[src/include/speech_port_pkg.sv]
// constants and types for the speech processor host port timing block
// Behaviour
// - ready high 18 to 26 us after write
// - early command holds ready until done
// - status data stable 6 to 11 us
// - release data bus within 10.5 us
// - byte read ready within 320/440 us
// - system clock runs at 640 kHz
// - memory clock is system clock over four
// - strap low selects external 320 kHz clock
// - strap open or high selects internal oscillator
// - ready drops when data stable or latched
// - both selects low starts power-up clear
package speech_port_pkg;
  localparam int unsigned CLK_HZ = 250_000_000;
  localparam int unsigned SYS_HZ = 640_000;
  localparam int unsigned EXT_HZ = 320_000;
  localparam int unsigned MEM_DIV = 4;
  // phase increment of a 32-bit accumulator making the system-clock enable
  localparam logic [31:0] SYS_INC = 32'(64'(SYS_HZ) * 64'h1_0000_0000 / 64'(CLK_HZ));
  // ready high pulse, expressed in ns and as system-clock ticks (1562.5 ns each)
  localparam int unsigned RDY_MIN_NS = 18_000;
  localparam int unsigned RDY_MAX_NS = 26_000;
  localparam int unsigned TICK_PS = 1_562_500;
  localparam logic [15:0] RDY_TICKS = 16'((RDY_MIN_NS * 1000 + TICK_PS - 1) / TICK_PS + 1);
  // status data valid 6..11 us after ready high; byte read data after fetch
  localparam int unsigned STAT_NS = 8_000;
  localparam logic [15:0] STAT_TICKS = 16'(STAT_NS * 1000 / TICK_PS);
  localparam int unsigned FETCH_NS = 300_000;
  localparam int unsigned FETCH_LA_NS = 420_000;
  localparam logic [15:0] FETCH_TICKS = 16'(FETCH_NS * 1000 / TICK_PS);
  localparam logic [15:0] FETCH_LA_TICKS = 16'(FETCH_LA_NS * 1000 / TICK_PS);
  // busy periods of each command except read byte, and of a read, in microseconds
  localparam int unsigned BUSY_RB_US = 595;
  localparam int unsigned BUSY_LA_US = 42;
  localparam int unsigned BUSY_SPK_LA_US = 287;
  localparam int unsigned BUSY_SPK_US = 56;
  localparam int unsigned BUSY_SPX_US = 42;
  localparam int unsigned BUSY_RST_US = 300;
  localparam int unsigned BUSY_RD_US = 12;
  // bus release after read-select high, in mclk cycles (10.5 us max); the pin
  // synchroniser and the state register use PIN_LAT_CYC of that budget first
  localparam int unsigned REL_NS = 10_500;
  localparam int unsigned MCLK_NS = 4;
  localparam int unsigned PIN_LAT_CYC = 3;
  localparam logic [15:0] REL_CYC = 16'(REL_NS / MCLK_NS - PIN_LAT_CYC);
  // command decode on bits 6..4
  localparam logic [2:0] OP_LOAD_ADDR = 3'h4;
  localparam logic [2:0] OP_SPEAK = 3'h5;
  localparam logic [2:0] OP_SPEAK_EXT = 3'h6;
  localparam logic [2:0] OP_READ_BYTE = 3'h1;
  localparam logic [2:0] OP_READ_BRANCH = 3'h3;
  localparam logic [2:0] OP_RESET = 3'h7;
  typedef enum logic [2:0] {
    ST_IDLE = 3'b000,
    ST_WR_RDY = 3'b001,
    ST_WR_HOLD = 3'b010,
    ST_RD_RDY = 3'b011,
    ST_RD_DONE = 3'b100,
    ST_CLEAR = 3'b101
  } port_state_t;
  typedef struct packed {
    logic write_select_n;
    logic read_select_n;
    logic [7:0] data;
  } host_bus_t;
  function automatic logic [15:0] us_to_ticks(input int unsigned us);
    us_to_ticks = 16'((us * 1_000_000 + TICK_PS - 1) / TICK_PS);
  endfunction
endpackage

[src/verilog/speech_host_port.sv]
// host parallel port: ready handshake, busy timing and bus release
`timescale 1ns/1ps
module speech_host_port
  import speech_port_pkg::*;
(
  // clock and reset
  input wire logic mclk_i,
  input wire logic resetn_i,
  // host pins
  input wire logic write_select_n_i,
  input wire logic read_select_n_i,
  input wire logic [7:0] data_i,
  output logic [7:0] data_o,
  output logic data_oe_o,
  output logic ready_o,
  // clock source pins
  input wire logic clk_src_strap_i,
  input wire logic oscillator_input_i,
  output logic mem_clk_tick_o,
  // core side
  input wire logic [7:0] status_i,
  input wire logic [7:0] read_data_i,
  output logic [7:0] cmd_o,
  output logic cmd_valid_o,
  output logic power_clear_o
);
  // two-stage synchronisers for all pins
  logic [11:0] s1_r, s2_r;
  host_bus_t bus;
  logic strap_s, osc_s;
  always_ff @(posedge mclk_i) begin
    if (!resetn_i) begin
      s1_r <= 12'h0FF0 | 12'hC00;
      s2_r <= 12'h0FF0 | 12'hC00;
    end else begin
      s1_r <= {write_select_n_i, read_select_n_i, data_i, clk_src_strap_i, oscillator_input_i};
      s2_r <= s1_r;
    end
  end
  assign bus = host_bus_t'(s2_r[11:2]);
  assign strap_s = s2_r[1];
  assign osc_s = s2_r[0];
  logic sys_tick;
  sys_clock_gen u_clk (
    .mclk_i(mclk_i),
    .resetn_i(resetn_i),
    .clk_src_strap_i(strap_s),
    .oscillator_input_i(osc_s),
    .sys_tick_o(sys_tick),
    .mem_tick_o(mem_clk_tick_o)
  );
  port_state_t st_r, st_nxt;
  logic [15:0] cnt_r, cnt_nxt; // ready phase timer in system ticks
  logic [15:0] busy_r, busy_nxt; // command busy timer in system ticks
  logic [15:0] rel_r, rel_nxt; // bus release timer in mclk cycles
  logic la_prev_r, la_prev_nxt; // previous command was load address
  logic rd_byte_r, rd_byte_nxt; // byte read pending from last command
  logic rdy_r, rdy_nxt, oe_r, oe_nxt, cv_r, cv_nxt;
  logic [7:0] dout_r, dout_nxt, cmd_r, cmd_nxt;
  logic [2:0] op;
  assign op = bus.data[6:4];
  // main handshake state machine
  always_comb begin
    st_nxt = st_r;
    cnt_nxt = (sys_tick && cnt_r != 16'h0000) ? cnt_r - 16'h0001 : cnt_r;
    busy_nxt = (sys_tick && busy_r != 16'h0000) ? busy_r - 16'h0001 : busy_r;
    rel_nxt = (rel_r != 16'h0000) ? rel_r - 16'h0001 : rel_r;
    la_prev_nxt = la_prev_r;
    rd_byte_nxt = rd_byte_r;
    rdy_nxt = rdy_r;
    oe_nxt = oe_r;
    cv_nxt = 1'b0;
    dout_nxt = dout_r;
    cmd_nxt = cmd_r;
    if (oe_r && rel_r == 16'h0001) begin
      oe_nxt = 1'b0;
    end
    case (st_r)
      ST_IDLE: begin
        if (!bus.write_select_n && !bus.read_select_n) begin
          st_nxt = ST_CLEAR;
        end else if (!bus.write_select_n) begin
          rdy_nxt = 1'b1;
          cnt_nxt = RDY_TICKS;
          st_nxt = ST_WR_RDY;
        end else if (!bus.read_select_n) begin
          rdy_nxt = 1'b1;
          oe_nxt = 1'b1;
          rel_nxt = 16'h0000;
          if (rd_byte_r) begin
            cnt_nxt = la_prev_r ? FETCH_LA_TICKS : FETCH_TICKS;
          end else begin
            cnt_nxt = STAT_TICKS;
          end
          st_nxt = ST_RD_RDY;
        end
      end
      ST_WR_RDY: begin
        // early command: ready stays up until the busy count expires
        if (cnt_r == 16'h0000 && busy_r == 16'h0000) begin
          rdy_nxt = 1'b0;
          cmd_nxt = bus.data;
          cv_nxt = 1'b1;
          rd_byte_nxt = (op == OP_READ_BYTE);
          la_prev_nxt = (op == OP_LOAD_ADDR);
          case (op)
            OP_READ_BRANCH: busy_nxt = us_to_ticks(BUSY_RB_US);
            OP_LOAD_ADDR: busy_nxt = us_to_ticks(BUSY_LA_US);
            OP_SPEAK: busy_nxt = la_prev_r ? us_to_ticks(BUSY_SPK_LA_US)
                                           : us_to_ticks(BUSY_SPK_US);
            OP_SPEAK_EXT: busy_nxt = us_to_ticks(BUSY_SPX_US);
            OP_RESET: busy_nxt = us_to_ticks(BUSY_RST_US);
            default: busy_nxt = 16'h0000;
          endcase
          st_nxt = ST_WR_HOLD;
        end
      end
      ST_WR_HOLD: begin
        if (bus.write_select_n) begin
          st_nxt = ST_IDLE;
        end
      end
      ST_RD_RDY: begin
        if (cnt_r == 16'h0000) begin
          dout_nxt = rd_byte_r ? read_data_i : status_i;
          rdy_nxt = 1'b0;
          rd_byte_nxt = 1'b0;
          busy_nxt = us_to_ticks(BUSY_RD_US);
          st_nxt = ST_RD_DONE;
        end
      end
      ST_RD_DONE: begin
        if (bus.read_select_n) begin
          rel_nxt = REL_CYC;
          st_nxt = ST_IDLE;
        end
      end
      ST_CLEAR: begin
        rdy_nxt = 1'b0;
        oe_nxt = 1'b0;
        busy_nxt = 16'h0000;
        la_prev_nxt = 1'b0;
        rd_byte_nxt = 1'b0;
        if (bus.write_select_n || bus.read_select_n) begin
          st_nxt = ST_IDLE;
        end
      end
      default: st_nxt = ST_IDLE;
    endcase
  end
  // registers only
  always_ff @(posedge mclk_i) begin
    if (!resetn_i) begin
      st_r <= ST_IDLE;
      cnt_r <= 16'h0000;
      busy_r <= 16'h0000;
      rel_r <= 16'h0000;
      la_prev_r <= 1'b0;
      rd_byte_r <= 1'b0;
      rdy_r <= 1'b0;
      oe_r <= 1'b0;
      cv_r <= 1'b0;
      dout_r <= 8'h00;
      cmd_r <= 8'h00;
    end else begin
      st_r <= st_nxt;
      cnt_r <= cnt_nxt;
      busy_r <= busy_nxt;
      rel_r <= rel_nxt;
      la_prev_r <= la_prev_nxt;
      rd_byte_r <= rd_byte_nxt;
      rdy_r <= rdy_nxt;
      oe_r <= oe_nxt;
      cv_r <= cv_nxt;
      dout_r <= dout_nxt;
      cmd_r <= cmd_nxt;
    end
  end
  assign ready_o = rdy_r;
  assign data_o = dout_r;
  assign data_oe_o = oe_r;
  assign cmd_o = cmd_r;
  assign cmd_valid_o = cv_r;
  assign power_clear_o = (st_r == ST_CLEAR);
  // assertion helpers: cycles that ready has stood high, and cycles that the
  // data bus has stayed driven after read-select went high; both saturate
  logic [15:0] rdy_age_r, rdy_age_nxt;
  logic [15:0] oe_age_r, oe_age_nxt;
  always_comb begin
    rdy_age_nxt = 16'h0000;
    oe_age_nxt = 16'h0000;
    if (rdy_r) begin
      rdy_age_nxt = (rdy_age_r == 16'hFFFF) ? rdy_age_r : rdy_age_r + 16'h0001;
    end
    if (oe_r && st_r != ST_RD_RDY && st_r != ST_RD_DONE) begin
      oe_age_nxt = (oe_age_r == 16'hFFFF) ? oe_age_r : oe_age_r + 16'h0001;
    end
  end
  // registers only
  always_ff @(posedge mclk_i) begin
    if (!resetn_i) begin
      rdy_age_r <= 16'h0000;
      oe_age_r <= 16'h0000;
    end else begin
      rdy_age_r <= rdy_age_nxt;
      oe_age_r <= oe_age_nxt;
    end
  end
  // ready pulse never shorter than the 18 us minimum, counted in mclk cycles, after a write
  property p_rdy_min;
    @(posedge mclk_i) disable iff (!resetn_i)
    (st_r == ST_WR_HOLD && $fell(rdy_r)) |-> (rdy_age_r >= RDY_MIN_NS / MCLK_NS);
  endproperty
  a_rdy_min: assert property (p_rdy_min) else $error("ready dropped early");
  property p_busy_hold;
    @(posedge mclk_i) disable iff (!resetn_i)
    (st_r == ST_WR_RDY && busy_r != 16'h0000) |=> rdy_r;
  endproperty
  a_busy_hold: assert property (p_busy_hold) else $error("ready fell while busy");
  property p_clear;
    @(posedge mclk_i) disable iff (!resetn_i)
    (st_r == ST_IDLE && !bus.write_select_n && !bus.read_select_n) |=> power_clear_o;
  endproperty
  a_clear: assert property (p_clear) else $error("clear not entered");
  property p_release;
    @(posedge mclk_i) disable iff (!resetn_i)
    oe_age_r <= REL_CYC;
  endproperty
  a_release: assert property (p_release) else $error("bus not released");
  property p_rd_data;
    @(posedge mclk_i) disable iff (!resetn_i)
    (st_r == ST_RD_RDY && cnt_r == 16'h0000) |=> (oe_r && !rdy_r);
  endproperty
  a_rd_data: assert property (p_rd_data) else $error("read not completed");
  property p_cmd;
    @(posedge mclk_i) disable iff (!resetn_i)
    cv_r |-> (st_r == ST_WR_HOLD && !rdy_r);
  endproperty
  a_cmd: assert property (p_cmd) else $error("command latched off cycle");
  property p_read_start;
    @(posedge mclk_i) disable iff (!resetn_i)
    (st_r == ST_IDLE && bus.write_select_n && !bus.read_select_n) |=> (rdy_r && oe_r);
  endproperty
  a_read_start: assert property (p_read_start) else $error("read ready missing");
  property p_byte_timer;
    @(posedge mclk_i) disable iff (!resetn_i)
    (st_r == ST_IDLE && !bus.read_select_n && bus.write_select_n && rd_byte_r)
      |=> (cnt_r == FETCH_TICKS || cnt_r == FETCH_LA_TICKS);
  endproperty
  a_byte_timer: assert property (p_byte_timer) else $error("byte read timer wrong");
  c_write: cover property (@(posedge mclk_i) disable iff (!resetn_i) cv_r);
  c_read: cover property (@(posedge mclk_i) disable iff (!resetn_i) st_r == ST_RD_DONE);
  c_clear: cover property (@(posedge mclk_i) disable iff (!resetn_i) power_clear_o);
endmodule

[src/verilog/sys_clock_gen.sv]
// system and memory clock enables from internal oscillator or external clock
`timescale 1ns/1ps
module sys_clock_gen
  import speech_port_pkg::*;
(
  // clock and reset
  input wire logic mclk_i,
  input wire logic resetn_i,
  // clock source
  input wire logic clk_src_strap_i, // synchronised strap level
  input wire logic oscillator_input_i, // synchronised external clock
  // enables
  output logic sys_tick_o,
  output logic mem_tick_o
);
  logic [31:0] acc_r, acc_nxt; // internal oscillator phase
  logic ext_prev_r, ext_prev_nxt; // last external level
  logic [1:0] div_r, div_nxt; // memory clock divider
  logic tick;
  // strap low runs the block from both edges of the external 320 kHz square wave,
  // giving 640 kHz; otherwise the internal phase accumulator does
  always_comb begin
    {ext_prev_nxt, acc_nxt} = {oscillator_input_i, acc_r + SYS_INC};
    if (!clk_src_strap_i) begin
      tick = oscillator_input_i ^ ext_prev_r;
    end else begin
      tick = acc_nxt < acc_r;
    end
    div_nxt = tick ? div_r + 2'h1 : div_r;
  end
  // registers only
  always_ff @(posedge mclk_i) begin
    if (!resetn_i) begin
      acc_r <= 32'h0000_0000;
      ext_prev_r <= 1'b0;
      div_r <= 2'h0;
    end else begin
      acc_r <= acc_nxt;
      ext_prev_r <= ext_prev_nxt;
      div_r <= div_nxt;
    end
  end
  assign sys_tick_o = tick;
  assign mem_tick_o = tick && (div_r == 2'(MEM_DIV - 1));
endmodule

[config.mk]
export PLATFORM = sky130hd
export DESIGN_NAME = speech_host_port
export DESIGN_NICKNAME = d
export VERILOG_FILES = /design/src/include/speech_port_pkg.sv /design/src/verilog/speech_host_port.sv /design/src/verilog/sys_clock_gen.sv
export SDC_FILE = /design/constraint.sdc
export NUM_CORES = 1
export LEC_CHECK = 0
export BUFFER_PORTS_ARGS = -buffer_cell sky130_fd_sc_hd__buf_4
export CORE_UTILIZATION = 35
export CTS_CLUSTER_SIZE = 24
export DETAILED_ROUTE_END_ITERATION = 6
export PLACE_DENSITY = 0.61
export SYNTH_ARGS = -nofsm -noshare
export SYNTH_HDL_FRONTEND = slang
export SYNTH_SLANG_ARGS = --single-unit
[constraint.sdc]
create_clock -name mclk_i -period 4.7 [get_ports mclk_i]
set_input_delay 0.47 -clock mclk_i [delete_from_list [all_inputs] [get_ports mclk_i]]
set_output_delay 0.47 -clock mclk_i [all_outputs]
set_load 0.05 [all_outputs]
### Word level (Yosys, flattened, before mapping)

Cells that the tools add are included.

* ROM bits: 0
* input port bits: 30
* latch bits: 0
* register bits after elaboration: 131
* RAM bits: 0
* word-level logic and storage cells: 116
* memories kept: 0
* output and inout port bits: 21

* reduce and logical (&&, ||, !) cells: 26
* bitwise logic cells: 1
* eq/ne operators: 21
* $mul: 0
* add/sub/neg operators: 5
* divide/modulo/power cells: 0
* shifts and indexed selects: 0
* muxes and demuxes: 46
* order comparisons: 1

Operator list (number)
* $mux W16: 13
* $pmux W16 S3: 1
* $reduce_bool A16 Y1: 3
* $sub A16 B1 Y16 const B: 3
* $pmux W9 S4: 1
* $add A32 B24 Y32 const B: 1
* $logic_not A16 Y1: 2
* $lt A32 B32 Y1: 1
* $pmux W16 S2: 1
* $mux W3: 8
* $eq A3 B3 Y1 const B: 6
* $mux W9: 2
* $pmux W3 S6: 1
* $eq A16 B1 Y1 const B: 1
* $mux W8: 2
* $mux W1: 13
* $ne A2 B2 Y1 const B: 5
* $eq A3 B2 Y1 const B: 3
* $reduce_and A2 Y1: 4
* $eq A3 B1 Y1 const B: 2
* $logic_and A1 B1 Y1: 6
* $reduce_and A6 Y1: 1
* $reduce_and A5 Y1: 1
* $ne A4 B4 Y1 const B: 1
* 16 further kinds: 18

### Logic depth before layout (Yosys ltp)

Gate-level depths: netlist (run 1).

* depth after elaboration: 9
* depth in mapped cells: 22
* mapped depth without buffers: 20

### Modules after synthesis

A second synthesis (run 1) with hierarchy kept.

* cell total of the unflattened synthesis: 707
* area total of the unflattened synthesis: 6369.9 µm²

By module, submodules not included
* speech_host_port: instances 1, area an instance 4494.3 µm², cells an instance 499, sequential area each 1921.8 µm²
* sys_clock_gen: instances 1, area an instance 1875.5 µm², cells an instance 208, sequential area each 660.6 µm²

### Worst setup path before layout (run 1)

OpenSTA, ideal clock, no wires.

* path type: register to output
* start: register u_clk.acc_r[2]
* end: output mem_clk_tick_o
* cell stages (with the launch flop): 20
* data arrival time: 3.315 ns
* data required time: 4.230 ns
* slack: 0.915 ns
* buffers on the path: 1
* path through: dfxtp_1 inv_1 ha_1 nor2b_1 o21ai_0 a31oi_1 o21ai_0 nand2_1 nor2_1 o21bai_1 a21oi_1 nor2b_1 ha_1 nand2b_1 nor3_1 a211oi_1 nor3b_1 o21ai_2 buf_2 and3_1

* cells in the longest elaborated chain, start to end: 4

Ends and longest elaborated chain
* start: declaration: RTL line sys_clock_gen.sv:16 `logic [31:0] acc_r, acc_nxt;`
* start signal: assignment: RTL line sys_clock_gen.sv:38 `acc_r <= acc_nxt;`
* $add A32 B24 Y32: RTL line sys_clock_gen.sv:23 `{ext_prev_nxt, acc_nxt} = {oscillator_input_i, acc_r + SYS_INC};`
* net u_clk.acc_nxt[2]: RTL line sys_clock_gen.sv:16
* $lt A32 B32 Y1: RTL line sys_clock_gen.sv:27 `tick = acc_nxt < acc_r;`
* $mux W1: RTL line sys_clock_gen.sv:24 `if (!clk_src_strap_i) begin`
* $logic_and A1 B1 Y1: RTL line sys_clock_gen.sv:44 `assign mem_tick_o = tick && (div_r == 2'(MEM_DIV - 1));`
* end: declaration: RTL line speech_host_port.sv:19 `output logic mem_clk_tick_o,`

The timed path passes the listed nets, and every way through them passes these cells.

### Final worst setup path (run 1)

Same ends and word-level chain as after synthesis.

==> flow_summary.yaml, run 1 <==
run_status:
  run_status: "finished, final reports clean"
final_layout:
  design_area_um2: 7190
  final_common_cell: "sky130_fd_sc_hd__dfxtp_1"
  n_antenna_cell: 0
  finish.net_count: 809
  final_core_utilization: 0.429
  most-common-layout-cells: "129 x sky130_fd_sc_hd__dfxtp_1, 82 x sky130_fd_sc_hd__nor2_1, 68 x sky130_fd_sc_hd__nand2_1"
  final_layout_size_suffix_gt1_frac: 0.140
  post_synthesis_to_final_layout_area_growth_pct: 18.0
logic_synthesis:
  synth-edff-count: 0
  yosys_most_used_dff: "sky130_fd_sc_hd__dfxtp_1"
  yosys_warnings: 0
  syn-mean-instance-area_um2: 8.54
  synth_top_family_by_area: "simple AND/OR/NAND/NOR gates"
  syn_inst: 713
  synth_compound_gate_area_share: 0.137
  synth-seq-area-share: 0.424
  post_synth_fa_ha_maj_area_fraction: 0.0452
  yosysUniqueCellTypes: 65
  synth.net_count: 765
  yosys-mux-area-fraction: 0.0197
  synth_simple_gate_area_frac: 0.276
  yosys.area_share.xor_xnor: 0.0561
  netlist_area_pre_place_um2: 6090
  synthArstFlopShare: 0
  synth_seq_cells: 129
sta:
  tightest_slew_ns: 0.984
  timing.final.setup_violations: 0
  achievable-frequency_mhz: 236
  slew_violations: 0
  timing.max_slew.rel_slack: 0.343
  post-route-min-period_ns: 4.23
  finalHoldViolCount: 0
  fin_skew_ns: 0.0105
  layout_worst_path_cycle_share: 0.900
  aggregate_negative_setup_slack_ns: 0
setup_path:
  worst-path-max-fanout: 4
  critPathKind: "reg -> out"
  crit_path_end_kind: "primary output"
  timing.critical_path.from_type: "flip-flop"
  startpoint_of_the_worst_setup_timing_path: "u_clk.acc_r[2]"
  critical_path_arrival_ns: 3.76
  timing.rr.start: "u_clk.acc_r[2]"
  critical_path_required_ns: 4.23
die:
  coreArea_um2: 16800
  die_y_um: 134
  io_pins: 51
  floorplan.die_area_um2: 17900
  starting_density_of_the_core: 0.363
  floorplan.rows: 47
  die_x_um: 134
route:
  finalWirelength_mm: 12.6
  wire_per_inst_um: 12.8
  num_vias: 4995
  drc: 0
  drtIter0Drc: 341
  ant_nets: 0
  detail_route.first_pass.iterations: 5
  via_per_inst: 5.05
placement:
  place.detailed.hpwl_mm: 8.81
  placed_area_um2: 6640
  input_output_buffers: 50
  gpl.final_weighted_congestion: 0.814
clocking:
  number_of_buffers_inserted_during_clock_tree_synthesis: 17
  holdBufCountCts: 0
  worst_skew_pair.late_latency_ns: 0.42
  cts_repair_resize_count: 0
  cts_buffer_depth: 2
  cts.sinks: 129
  ctsHtreeMaxLevel: 4
  cts.root.buffer_cell: "sky130_fd_sc_hd__clkbuf_16"
  cts_setup_buffers: 0
  clock_tree_from_tritoncts: "yes"
  clkSlewWorstSetupHoldPaths_ns: 0.06
global_route:
  first_pass_grt_wire_length_mm: 21.8
  antenna_found_initial: 0
  track_usage: 0.152
  vias_in_the_first_global_route: 4662
  overflow: 0
  grt_max_degree: 56
pwr:
  power_per_cell_area_nw_per_um2: 630
  total_leakage_power_nw: 2.82
  power.total_w: 0.00453
  max-vdd-ir-drop_mv: 0.386
min_path:
  type_of_the_tightest_min_delay_check: "in -> reg"
  worst_hold_startpoint: "data_i[5]"
run:
  number_of_max_cap_violations: 0
-- routing by layer --
layer | vias to the layer above | part of all wire | global-route usage
li1 | 2578 | - | -
met1 | 2287 | 0.48 | 0.190
met2 | 112 | 0.45 | 0.239
met3 | 18 | 0.053 | 0.0457
met4 | 0 | 0.020 | 0.0688
met5 | - | 0 | 0
-- final timing paths --
check                   endpoint  slack, ns  depth (start not counted)
setup reg to reg      busy_r[11]       0.62                         20
setup / recovery  mem_clk_tick_o       0.47                         18
hold / removal           s1_r[7]       0.24                          2
hold reg to reg          s2_r[9]       0.40                          1
-- critical path, cell delays in order (launching register included) --
cell                        delay, ns
sky130_fd_sc_hd__dfxtp_1         0.32
sky130_fd_sc_hd__inv_1           0.06
sky130_fd_sc_hd__ha_1            0.15
sky130_fd_sc_hd__nor2b_1         0.05
sky130_fd_sc_hd__o21ai_0         0.13
sky130_fd_sc_hd__a31oi_1         0.13
sky130_fd_sc_hd__o21ai_1         0.18
sky130_fd_sc_hd__nand2_1         0.12
sky130_fd_sc_hd__nor2_2          0.13
sky130_fd_sc_hd__o21bai_2        0.09
sky130_fd_sc_hd__a21oi_2         0.22
sky130_fd_sc_hd__inv_1           0.07
sky130_fd_sc_hd__ha_1            0.33
sky130_fd_sc_hd__a2111oi_2       0.23
sky130_fd_sc_hd__mux2i_1         0.12
sky130_fd_sc_hd__a2111oi_0       0.46
sky130_fd_sc_hd__o21ai_2         0.16
sky130_fd_sc_hd__and3_1          0.19
sky130_fd_sc_hd__buf_4           0.19
-- cell type report --
cell class              instances  area, µm²
repair buffers                 53        398
well taps                     220        275
multi-input cells             521       3260
flip-flops and latches        129       2580
inverters                      35        131
clock inverters                 9       58.8
fillers                      1703       9570
clock buffers                  22        484
-- stage by stage --
step	worst slack [ns]	hold WS (ns)	std cells
final	0.470	0.236	989
after global routing	-0.0119	0.224	989
after CTS	0.215	0.215	989
after detailed placement	0.400	0.391	958
after global placement	0.557	0.389	958
after floorplan	0.915	0.386	713
-- sequential cells by signal (all words and copies together), names as in the netlist --
| register | cells |
|---|---|
| u_clk.acc_r | 30 |
| busy_r | 16 |
| cnt_r | 16 |
| rel_r | 16 |
| s1_r | 12 |
| s2_r | 12 |
| cmd_o | 8 |
| data_o | 8 |
| st_r | 3 |
| u_clk.div_r | 2 |
| cmd_valid_o | 1 |
| data_oe_o | 1 |
| la_prev_r | 1 |
| rd_byte_r | 1 |
| ready_o | 1 |
| u_clk.ext_prev_r | 1 |
-- where the power goes --
group	switching [W]	internal, W
clock	0.000473	0.000722
sequential	0.000220	0.00133
combinational	0.00110	0.000681
-- cells by family (layout without fill, tap and decap cells) --
family	after synthesis	after routing
AND/OR/NAND/NOR	320	320
multiplexers	12	12
buffers and inverters	63	119
adder cells (fa/ha/maj)	22	22
XOR/XNOR	39	39
AO/OA/AOI/OAI	128	128
flip-flops	129	129
-- Yosys cell counts (3+ instances only) --
library cell               count  area share
sky130_fd_sc_hd__a211o_1       3      0.0043
sky130_fd_sc_hd__a211oi_1     14       0.017
sky130_fd_sc_hd__a21oi_1      47       0.039
sky130_fd_sc_hd__a31oi_1       5      0.0051
sky130_fd_sc_hd__and2_1       12       0.012
sky130_fd_sc_hd__and3_1        7      0.0072
sky130_fd_sc_hd__buf_2         3      0.0025
sky130_fd_sc_hd__clkbuf_1     20       0.012
sky130_fd_sc_hd__dfxtp_1     129        0.42
sky130_fd_sc_hd__ha_1         22       0.045
sky130_fd_sc_hd__inv_1        34       0.021
sky130_fd_sc_hd__mux2i_1      12       0.020
sky130_fd_sc_hd__nand2_1      68       0.042
sky130_fd_sc_hd__nand2b_1     23       0.024
sky130_fd_sc_hd__nand3_1      19       0.016
sky130_fd_sc_hd__nand4_1       5      0.0051
sky130_fd_sc_hd__nor2_1       83       0.051
sky130_fd_sc_hd__nor2b_1      11       0.011
sky130_fd_sc_hd__nor3_1       15       0.012
sky130_fd_sc_hd__nor3b_1       4      0.0049
sky130_fd_sc_hd__nor4_1       15       0.015
sky130_fd_sc_hd__o211ai_1      4      0.0049
sky130_fd_sc_hd__o21ai_0      19       0.016
sky130_fd_sc_hd__o22ai_1       3      0.0031
sky130_fd_sc_hd__o31ai_1       9       0.011
sky130_fd_sc_hd__o41ai_1       3      0.0043
sky130_fd_sc_hd__or2_2         9      0.0092
sky130_fd_sc_hd__or3_1        13       0.013
sky130_fd_sc_hd__or4_1        17       0.021
sky130_fd_sc_hd__xnor2_1      20       0.029
sky130_fd_sc_hd__xor2_1       19       0.027
Power figures use the tool's default switching activity.
==> run 2, diff against run 1 <==
Settings changed: CORE_UTILIZATION 35 to 64, PLACE_DENSITY 0.61 to 0.95.
Clock period 4.7 ns to 5 ns, I/O delays scaled along.
==> run 2 against run 1 <==
Effect of this change:
- global-route usage increased by 19 points
- non-clock buffer count decreased by 1
- combinational power increased by 5%
- via count increased by 19%
- hold slack got worse by 0.10 ns
- critical path depth increased by 2
- final cell count decreased by 9.2%
- register-to-register slack got worse by 0.43 ns
- die area decreased by 45%
- largest power group unchanged
==> flow_summary.yaml, run 2 (synthesized netlist as in run 1, its figures left out) <==
setup_path:
  worst-path-max-fanout: 13
  critPathKind: "reg -> out"
  critical_path_required_ns: 4.50
  worst_r2r_path_depth: 20
  cp_cell_sequence: "inv_1 > ha_1 > nor2b_1 > o21ai_0 > a31oi_2 > o21ai_2 > nand2_1 > nor2_1 > o21bai_2 > a21oi_2 > nor2b_1 > ha_1 > nand2b_1 > nor3_1 > a211oi_1 > nor3b_2 > o21ai_2 > buf_4 > and3_1 > buf_4"
  crit_path_end_kind: "primary output"
  reg2reg_setup_slack_ns: 0.19
  timing.critical_path.buf_inv: 3
  timing.critical_path.from_type: "flip-flop"
  critical-path-slowest-cell: "sky130_fd_sc_hd__a211oi_1"
  crit_family: "compound AO/OA/AOI/OAI gates"
  timing.rr.start: "u_clk.acc_r[2]"
  regToRegEndpoint: "cnt_r[3]"
  critical_path_arrival_ns: 4.38
  slowest_delay_ns: 0.48
min_path:
  type_of_the_tightest_min_delay_check: "in -> reg"
  worst_hold_startpoint: "data_i[3]"
  whs_endpoint: "s1_r[5]"
  min_delay_path_depth: 2
global_route:
  grt_max_degree: 56
  overflow: 0
  antenna_found_initial: 0
  first_pass_grt_wire_length_mm: 26.8
  track_usage: 0.346
  vias_in_the_first_global_route: 5805
route:
  via_per_inst: 6.62
  drtIter0Drc: 634
  drc: 0
  detail_route.first_pass.iterations: 6
  wire_per_inst_um: 19.2
  finalWirelength_mm: 17.2
  ant_nets: 0
  num_vias: 5947
clocking:
  clkSlewWorstSetupHoldPaths_ns: 0.07
  number_of_buffers_inserted_during_clock_tree_synthesis: 17
  cts.root.buffer_cell: "sky130_fd_sc_hd__clkbuf_8"
  ctsHtreeMaxLevel: 4
  clock_tree_from_tritoncts: "yes"
  holdBufCountCts: 0
  cts.sinks: 129
  cts_buffer_depth: 2
  worst_skew_pair.late_latency_ns: 0.54
final_layout:
  final_common_cell: "sky130_fd_sc_hd__dfxtp_1"
  num-fill-cells: 497
  max_flop_register: "u_clk.acc_r"
  n_antenna_cell: 0
  post_synthesis_to_final_layout_area_growth_pct: 17.2
  most-common-layout-cells: "129 x sky130_fd_sc_hd__dfxtp_1, 83 x sky130_fd_sc_hd__nor2_1, 68 x sky130_fd_sc_hd__nand2_1"
  finish.net_count: 808
  design_area_um2: 7140
  final_core_utilization: 0.773
  largest_register_ffs: 30
  final_layout_size_suffix_gt1_frac: 0.147
die:
  starting_density_of_the_core: 0.659
  floorplan.rows: 35
  die_y_um: 99.5
  die_x_um: 99.5
  coreArea_um2: 9240
  floorplan.die_area_um2: 9910
  io_pins: 51
pwr:
  pwr-share-comb: 0.404
  total_switching_power_w: 0.00200
  power.sequential.fraction: 0.323
  switching_share: 0.433
  max-vdd-ir-drop_mv: 0.362
  clkPwrFrac: 0.273
  total_leakage_power_nw: 2.85
  internal_power_w: 0.00262
  power_per_cell_area_nw_per_um2: 648
sta:
  fin_skew_ns: 0.0146
  finalHoldViolCount: 0
  post-route-min-period_ns: 4.88
  layout_worst_path_cycle_share: 0.975
  timing.final.setup_violations: 0
  slew_violations: 0
  timing.max_slew.rel_slack: 0.353
  aggregate_negative_setup_slack_ns: 0
  achievable-frequency_mhz: 205
  fin_ws_ns: 0.124
  finalHoldWorstSlack_ns: 0.132
  tightest_slew_ns: 0.968
placement:
  input_output_buffers: 50
  place_ws_ns: 0.490
  placed_area_um2: 6510
  gpl.final_weighted_congestion: 0.880
  place.detailed.hpwl_mm: 9.62
run_status:
  run_status: "finished, final reports clean"
run:
  number_of_max_cap_violations: 0
==> run 2: cell types whose count changed in the layout (fill, tap and decap cells not counted), sizes merged <==
cell and change:
clkbuf -5, inv +7, bufinv +2, clkinv -2
clkinvlp -1, buf -1
==> run 2: power by group through the flow <==
stage	Clock (W)	Combinational (W)	Sequential, W
4_1_cts	0.00125	0.00179	0.00148
3_5_place_dp	0	0.00168	0.00148
5_1_grt	0.00130	0.00201	0.00151
2_1_floorplan	0	0.00128	0.00149
3_3_place_gp	0	0.00157	0.00145
6_report	0.00126	0.00187	0.00149
==> run 2: how the worst max path moves through the flow <==
| stage | start | to | depth (start not counted) |
|---|---|---|---|
| 2_1_floorplan | u_clk.acc_r[2] | mem_clk_tick_o | 19 |
| 3_3_place_gp | u_clk.acc_r[2] | cnt_r[3] | 20 |
| 3_5_place_dp | u_clk.acc_r[2] | cnt_r[3] | 20 |
| 4_1_cts | u_clk.acc_r[2] | mem_clk_tick_o | 19 |
| 5_1_grt | u_clk.acc_r[3] | mem_clk_tick_o | 20 |
| 6_report | u_clk.acc_r[2] | mem_clk_tick_o | 20 |
==> run 2: timing repair <==
item | CTS | global route
buffers inserted | 0 | 1
resized for setup | 3 | 6
setup endpoints to repair | 1 | 2
pin swaps | 0 | 2
==> run 2: cell type report <==
class | instances | area (µm²) | area share
multi-input combinational | 521 | 3280 | 0.460
sequential | 129 | 2580 | 0.362
clock buffer | 17 | 414 | 0.0580
timing repair buffer | 52 | 390 | 0.0547
clock inverter | 15 | 174 | 0.0244
tap | 129 | 161 | 0.0226
inverter | 35 | 131 | 0.0184
==> run 2: metrics by stage <==
stage / power (W) / instances
6_report: 0.00462 / 898
5_1_grt: 0.00483 / 898
4_1_cts: 0.00451 / 897
3_5_place_dp: 0.00316 / 865
3_3_place_gp: 0.00302 / 865
2_1_floorplan: 0.00277 / 713
==> run 2: routing by layer <==
metal / vias up / part of all wire / global-route usage
met5: - / 0 / 0
li1: 2599 / - / -
met3: 132 / 0.083 / 0.0956
met1: 2772 / 0.37 / 0.368
met2: 444 / 0.49 / 0.604
met4: 0 / 0.057 / 0.225
==> run 3, diff against run 2 <==
Settings changed: CORE_ASPECT_RATIO set to 1.1.
==> run 3 against run 2 <==
Effect of this change:
- count of clock-buffer cells in the layout is 6 higher
- global-route usage down 2.9 points
- clock skew down 0.0017 ns
- cell area decreased by 0.44%
- largest cell class unchanged
- sequential cell count did not move
- wire length fell by 8.2%
- first-iteration DRC count rose by 4.1%
- combinational power about the same
- critical endpoint unchanged
==> flow_summary.yaml, run 3 (synthesized netlist as in run 1, its figures left out) <==
clocking:
  clkSlewWorstSetupHoldPaths_ns: 0.06
  cts.root.buffer_cell: "sky130_fd_sc_hd__clkbuf_8"
  worst_skew_pair.late_latency_ns: 0.54
  holdBufCountCts: 0
  cts_buffer_depth: 2
  number_of_buffers_inserted_during_clock_tree_synthesis: 17
  ctsHtreeMaxLevel: 4
  cts.sinks: 129
  clock_tree_from_tritoncts: "yes"
die:
  floorplan.rows: 36
  coreArea_um2: 9050
  die_y_um: 104
  die_x_um: 95.0
  io_pins: 51
  floorplan.die_area_um2: 9910
  starting_density_of_the_core: 0.673
setup_path:
  critical_path_arrival_ns: 4.39
  regToRegEndpoint: "busy_r[5]"
  worst_r2r_path_depth: 21
  crit_path_end: "mem_clk_tick_o"
  critPathKind: "reg -> out"
  timing.rr.start: "u_clk.acc_r[2]"
  timing.critical_path.from_type: "flip-flop"
  reg2reg_setup_slack_ns: 0.20
  startpoint_of_the_worst_setup_timing_path: "u_clk.acc_r[2]"
  worst-path-max-fanout: 4
  crit_path_end_kind: "primary output"
  critical_path_required_ns: 4.50
sta:
  timing.final.setup_violations: 0
  post-route-min-period_ns: 4.89
  fin_skew_ns: 0.0129
  timing.max_slew.rel_slack: 0.336
  aggregate_negative_setup_slack_ns: 0
  fin_ws_ns: 0.109
  tightest_slew_ns: 0.995
  slew_violations: 0
  layout_worst_path_cycle_share: 0.978
  finalHoldViolCount: 0
  achievable-frequency_mhz: 204
run_status:
  run_status: "finished, final reports clean"
route:
  finalWirelength_mm: 15.8
  drc: 0
  highest_layer: "met4"
  ant_nets: 0
  met3_length_mm: 1.13
  detail_route.first_pass.iterations: 6
  drt-met1-wl_mm: 5.78
  drtIter0Drc: 660
  via_per_inst: 6.37
  wire_per_inst_um: 17.8
  wl_met2_mm: 8.23
  num_vias: 5656
pwr:
  power.sequential.fraction: 0.336
  clkPwrFrac: 0.246
  power_per_cell_area_nw_per_um2: 620
  switching_share: 0.421
  total_switching_power_w: 0.00186
  max-vdd-ir-drop_mv: 0.410
  internal_power_w: 0.00255
  total_leakage_power_nw: 2.84
  pwr-share-comb: 0.419
global_route:
  track_usage: 0.317
  grt_max_degree: 56
  vias_in_the_first_global_route: 5343
  antenna_found_initial: 0
  first_pass_grt_wire_length_mm: 24.7
  overflow: 0
final_layout:
  final_common_cell: "sky130_fd_sc_hd__dfxtp_1"
  final_core_utilization: 0.785
  max_flop_register: "u_clk.acc_r"
  multi_input_area_um2: 3310
  instances_no_fill: 888
  num-fill-cells: 497
  ff_latch_area_um2: 2580
  finish.net_count: 813
  n_antenna_cell: 0
  largest_register_ffs: 30
  post_synthesis_to_final_layout_area_growth_pct: 16.7
  final_layout_size_suffix_gt1_frac: 0.147
  most-common-layout-cells: "129 x sky130_fd_sc_hd__dfxtp_1, 82 x sky130_fd_sc_hd__nor2_1, 68 x sky130_fd_sc_hd__nand2_1"
  design_area_um2: 7110
placement:
  input_output_buffers: 50
  place_ws_ns: 0.307
  gpl.final_weighted_congestion: 0.939
  dp_cells: 849
  placed_area_um2: 6480
  place.detailed.hpwl_mm: 9.32
min_path:
  type_of_the_tightest_min_delay_check: "in -> reg"
run:
  number_of_max_cap_violations: 0
-- run 3: changes by cell type in the layout (fill, tap and decap cells not counted), moves of 2 or more --
cell	change
sky130_fd_sc_hd__a211oi_1	-2
sky130_fd_sc_hd__clkbuf_1	+4
sky130_fd_sc_hd__o21ai_2	-2
sky130_fd_sc_hd__a211oi_2	+2
sky130_fd_sc_hd__inv_8	-3
sky130_fd_sc_hd__clkbuf_8	+2
sky130_fd_sc_hd__buf_4	+5
sky130_fd_sc_hd__inv_6	-4
sky130_fd_sc_hd__clkinv_2	+3
sky130_fd_sc_hd__bufinv_16	-2
-- run 3: final cells by class --
cell class	count	area share
clock buffer	23	0.0643
clock inverter	9	0.00845
inverter	35	0.0185
multi-input combinational	521	0.465
sequential	129	0.363
tap	114	0.0201
timing repair buffer	57	0.0602
-- run 3: power groups by stage --
| stage | logic [W] | registers, W | clock network, W |
|---|---|---|---|
| 5_1_grt | 0.00200 | 0.00150 | 0.00113 |
| 2_1_floorplan | 0.00128 | 0.00149 | 0 |
| 4_1_cts | 0.00171 | 0.00146 | 0.00108 |
| 3_3_place_gp | 0.00156 | 0.00146 | 0 |
| 6_report | 0.00185 | 0.00148 | 0.00108 |
| 3_5_place_dp | 0.00165 | 0.00148 | 0 |
-- run 3: per-stage QoR --
step	hold slack [ns]	total power [W]
final	0.152	0.00441
after floorplan	0.386	0.00277
after global placement	0.390	0.00302
after CTS	0.139	0.00425
after global routing	0.139	0.00463
after detailed placement	0.399	0.00313
-- run 3: worst min-delay path by stage --
stage	cells after the start	start	slack, ns	endpoint
after floorplan	1	s1_r[10]	0.39	s2_r[10]
after global placement	1	s1_r[4]	0.39	s2_r[4]
after detailed placement	1	s1_r[11]	0.40	s2_r[11]
after CTS	2	write_select_n_i	0.14	s1_r[11]
after global routing	2	data_i[7]	0.14	s1_r[9]
final	2	data_i[2]	0.15	s1_r[4]
-- run 3: timing repair --
item                       CTS  global route
cloned                       0             0
pin swaps                    0             3
resized for setup            4             8
buffers inserted             0             7
setup endpoints to repair    1            19
-- run 3: per-layer routing --
metal,up-vias,global-route usage
li1,2593,-
met1,2647,0.346
met2,335,0.543
met3,81,0.0899
met4,0,0.171
met5,-,0
-- run 3: worst max-delay path, stage by stage, from the launching register on --
cell and delay [ns]:
sky130_fd_sc_hd__dfxtp_1 0.37, sky130_fd_sc_hd__inv_1 0.07, sky130_fd_sc_hd__ha_1 0.21, sky130_fd_sc_hd__nor2b_1 0.19, sky130_fd_sc_hd__o21ai_0 0.12, sky130_fd_sc_hd__a31oi_1 0.29
sky130_fd_sc_hd__o21ai_1 0.14, sky130_fd_sc_hd__nand2_1 0.15, sky130_fd_sc_hd__nor2_2 0.07, sky130_fd_sc_hd__o21bai_2 0.19, sky130_fd_sc_hd__a21oi_2 0.15, sky130_fd_sc_hd__nor2b_1 0.18
sky130_fd_sc_hd__ha_1 0.28, sky130_fd_sc_hd__nand2b_1 0.19, sky130_fd_sc_hd__nor3_1 0.22, sky130_fd_sc_hd__a211oi_2 0.15, sky130_fd_sc_hd__buf_4 0.16, sky130_fd_sc_hd__nor3b_2 0.24
sky130_fd_sc_hd__o21ai_4 0.10, sky130_fd_sc_hd__and3_1 0.19, sky130_fd_sc_hd__buf_4 0.19
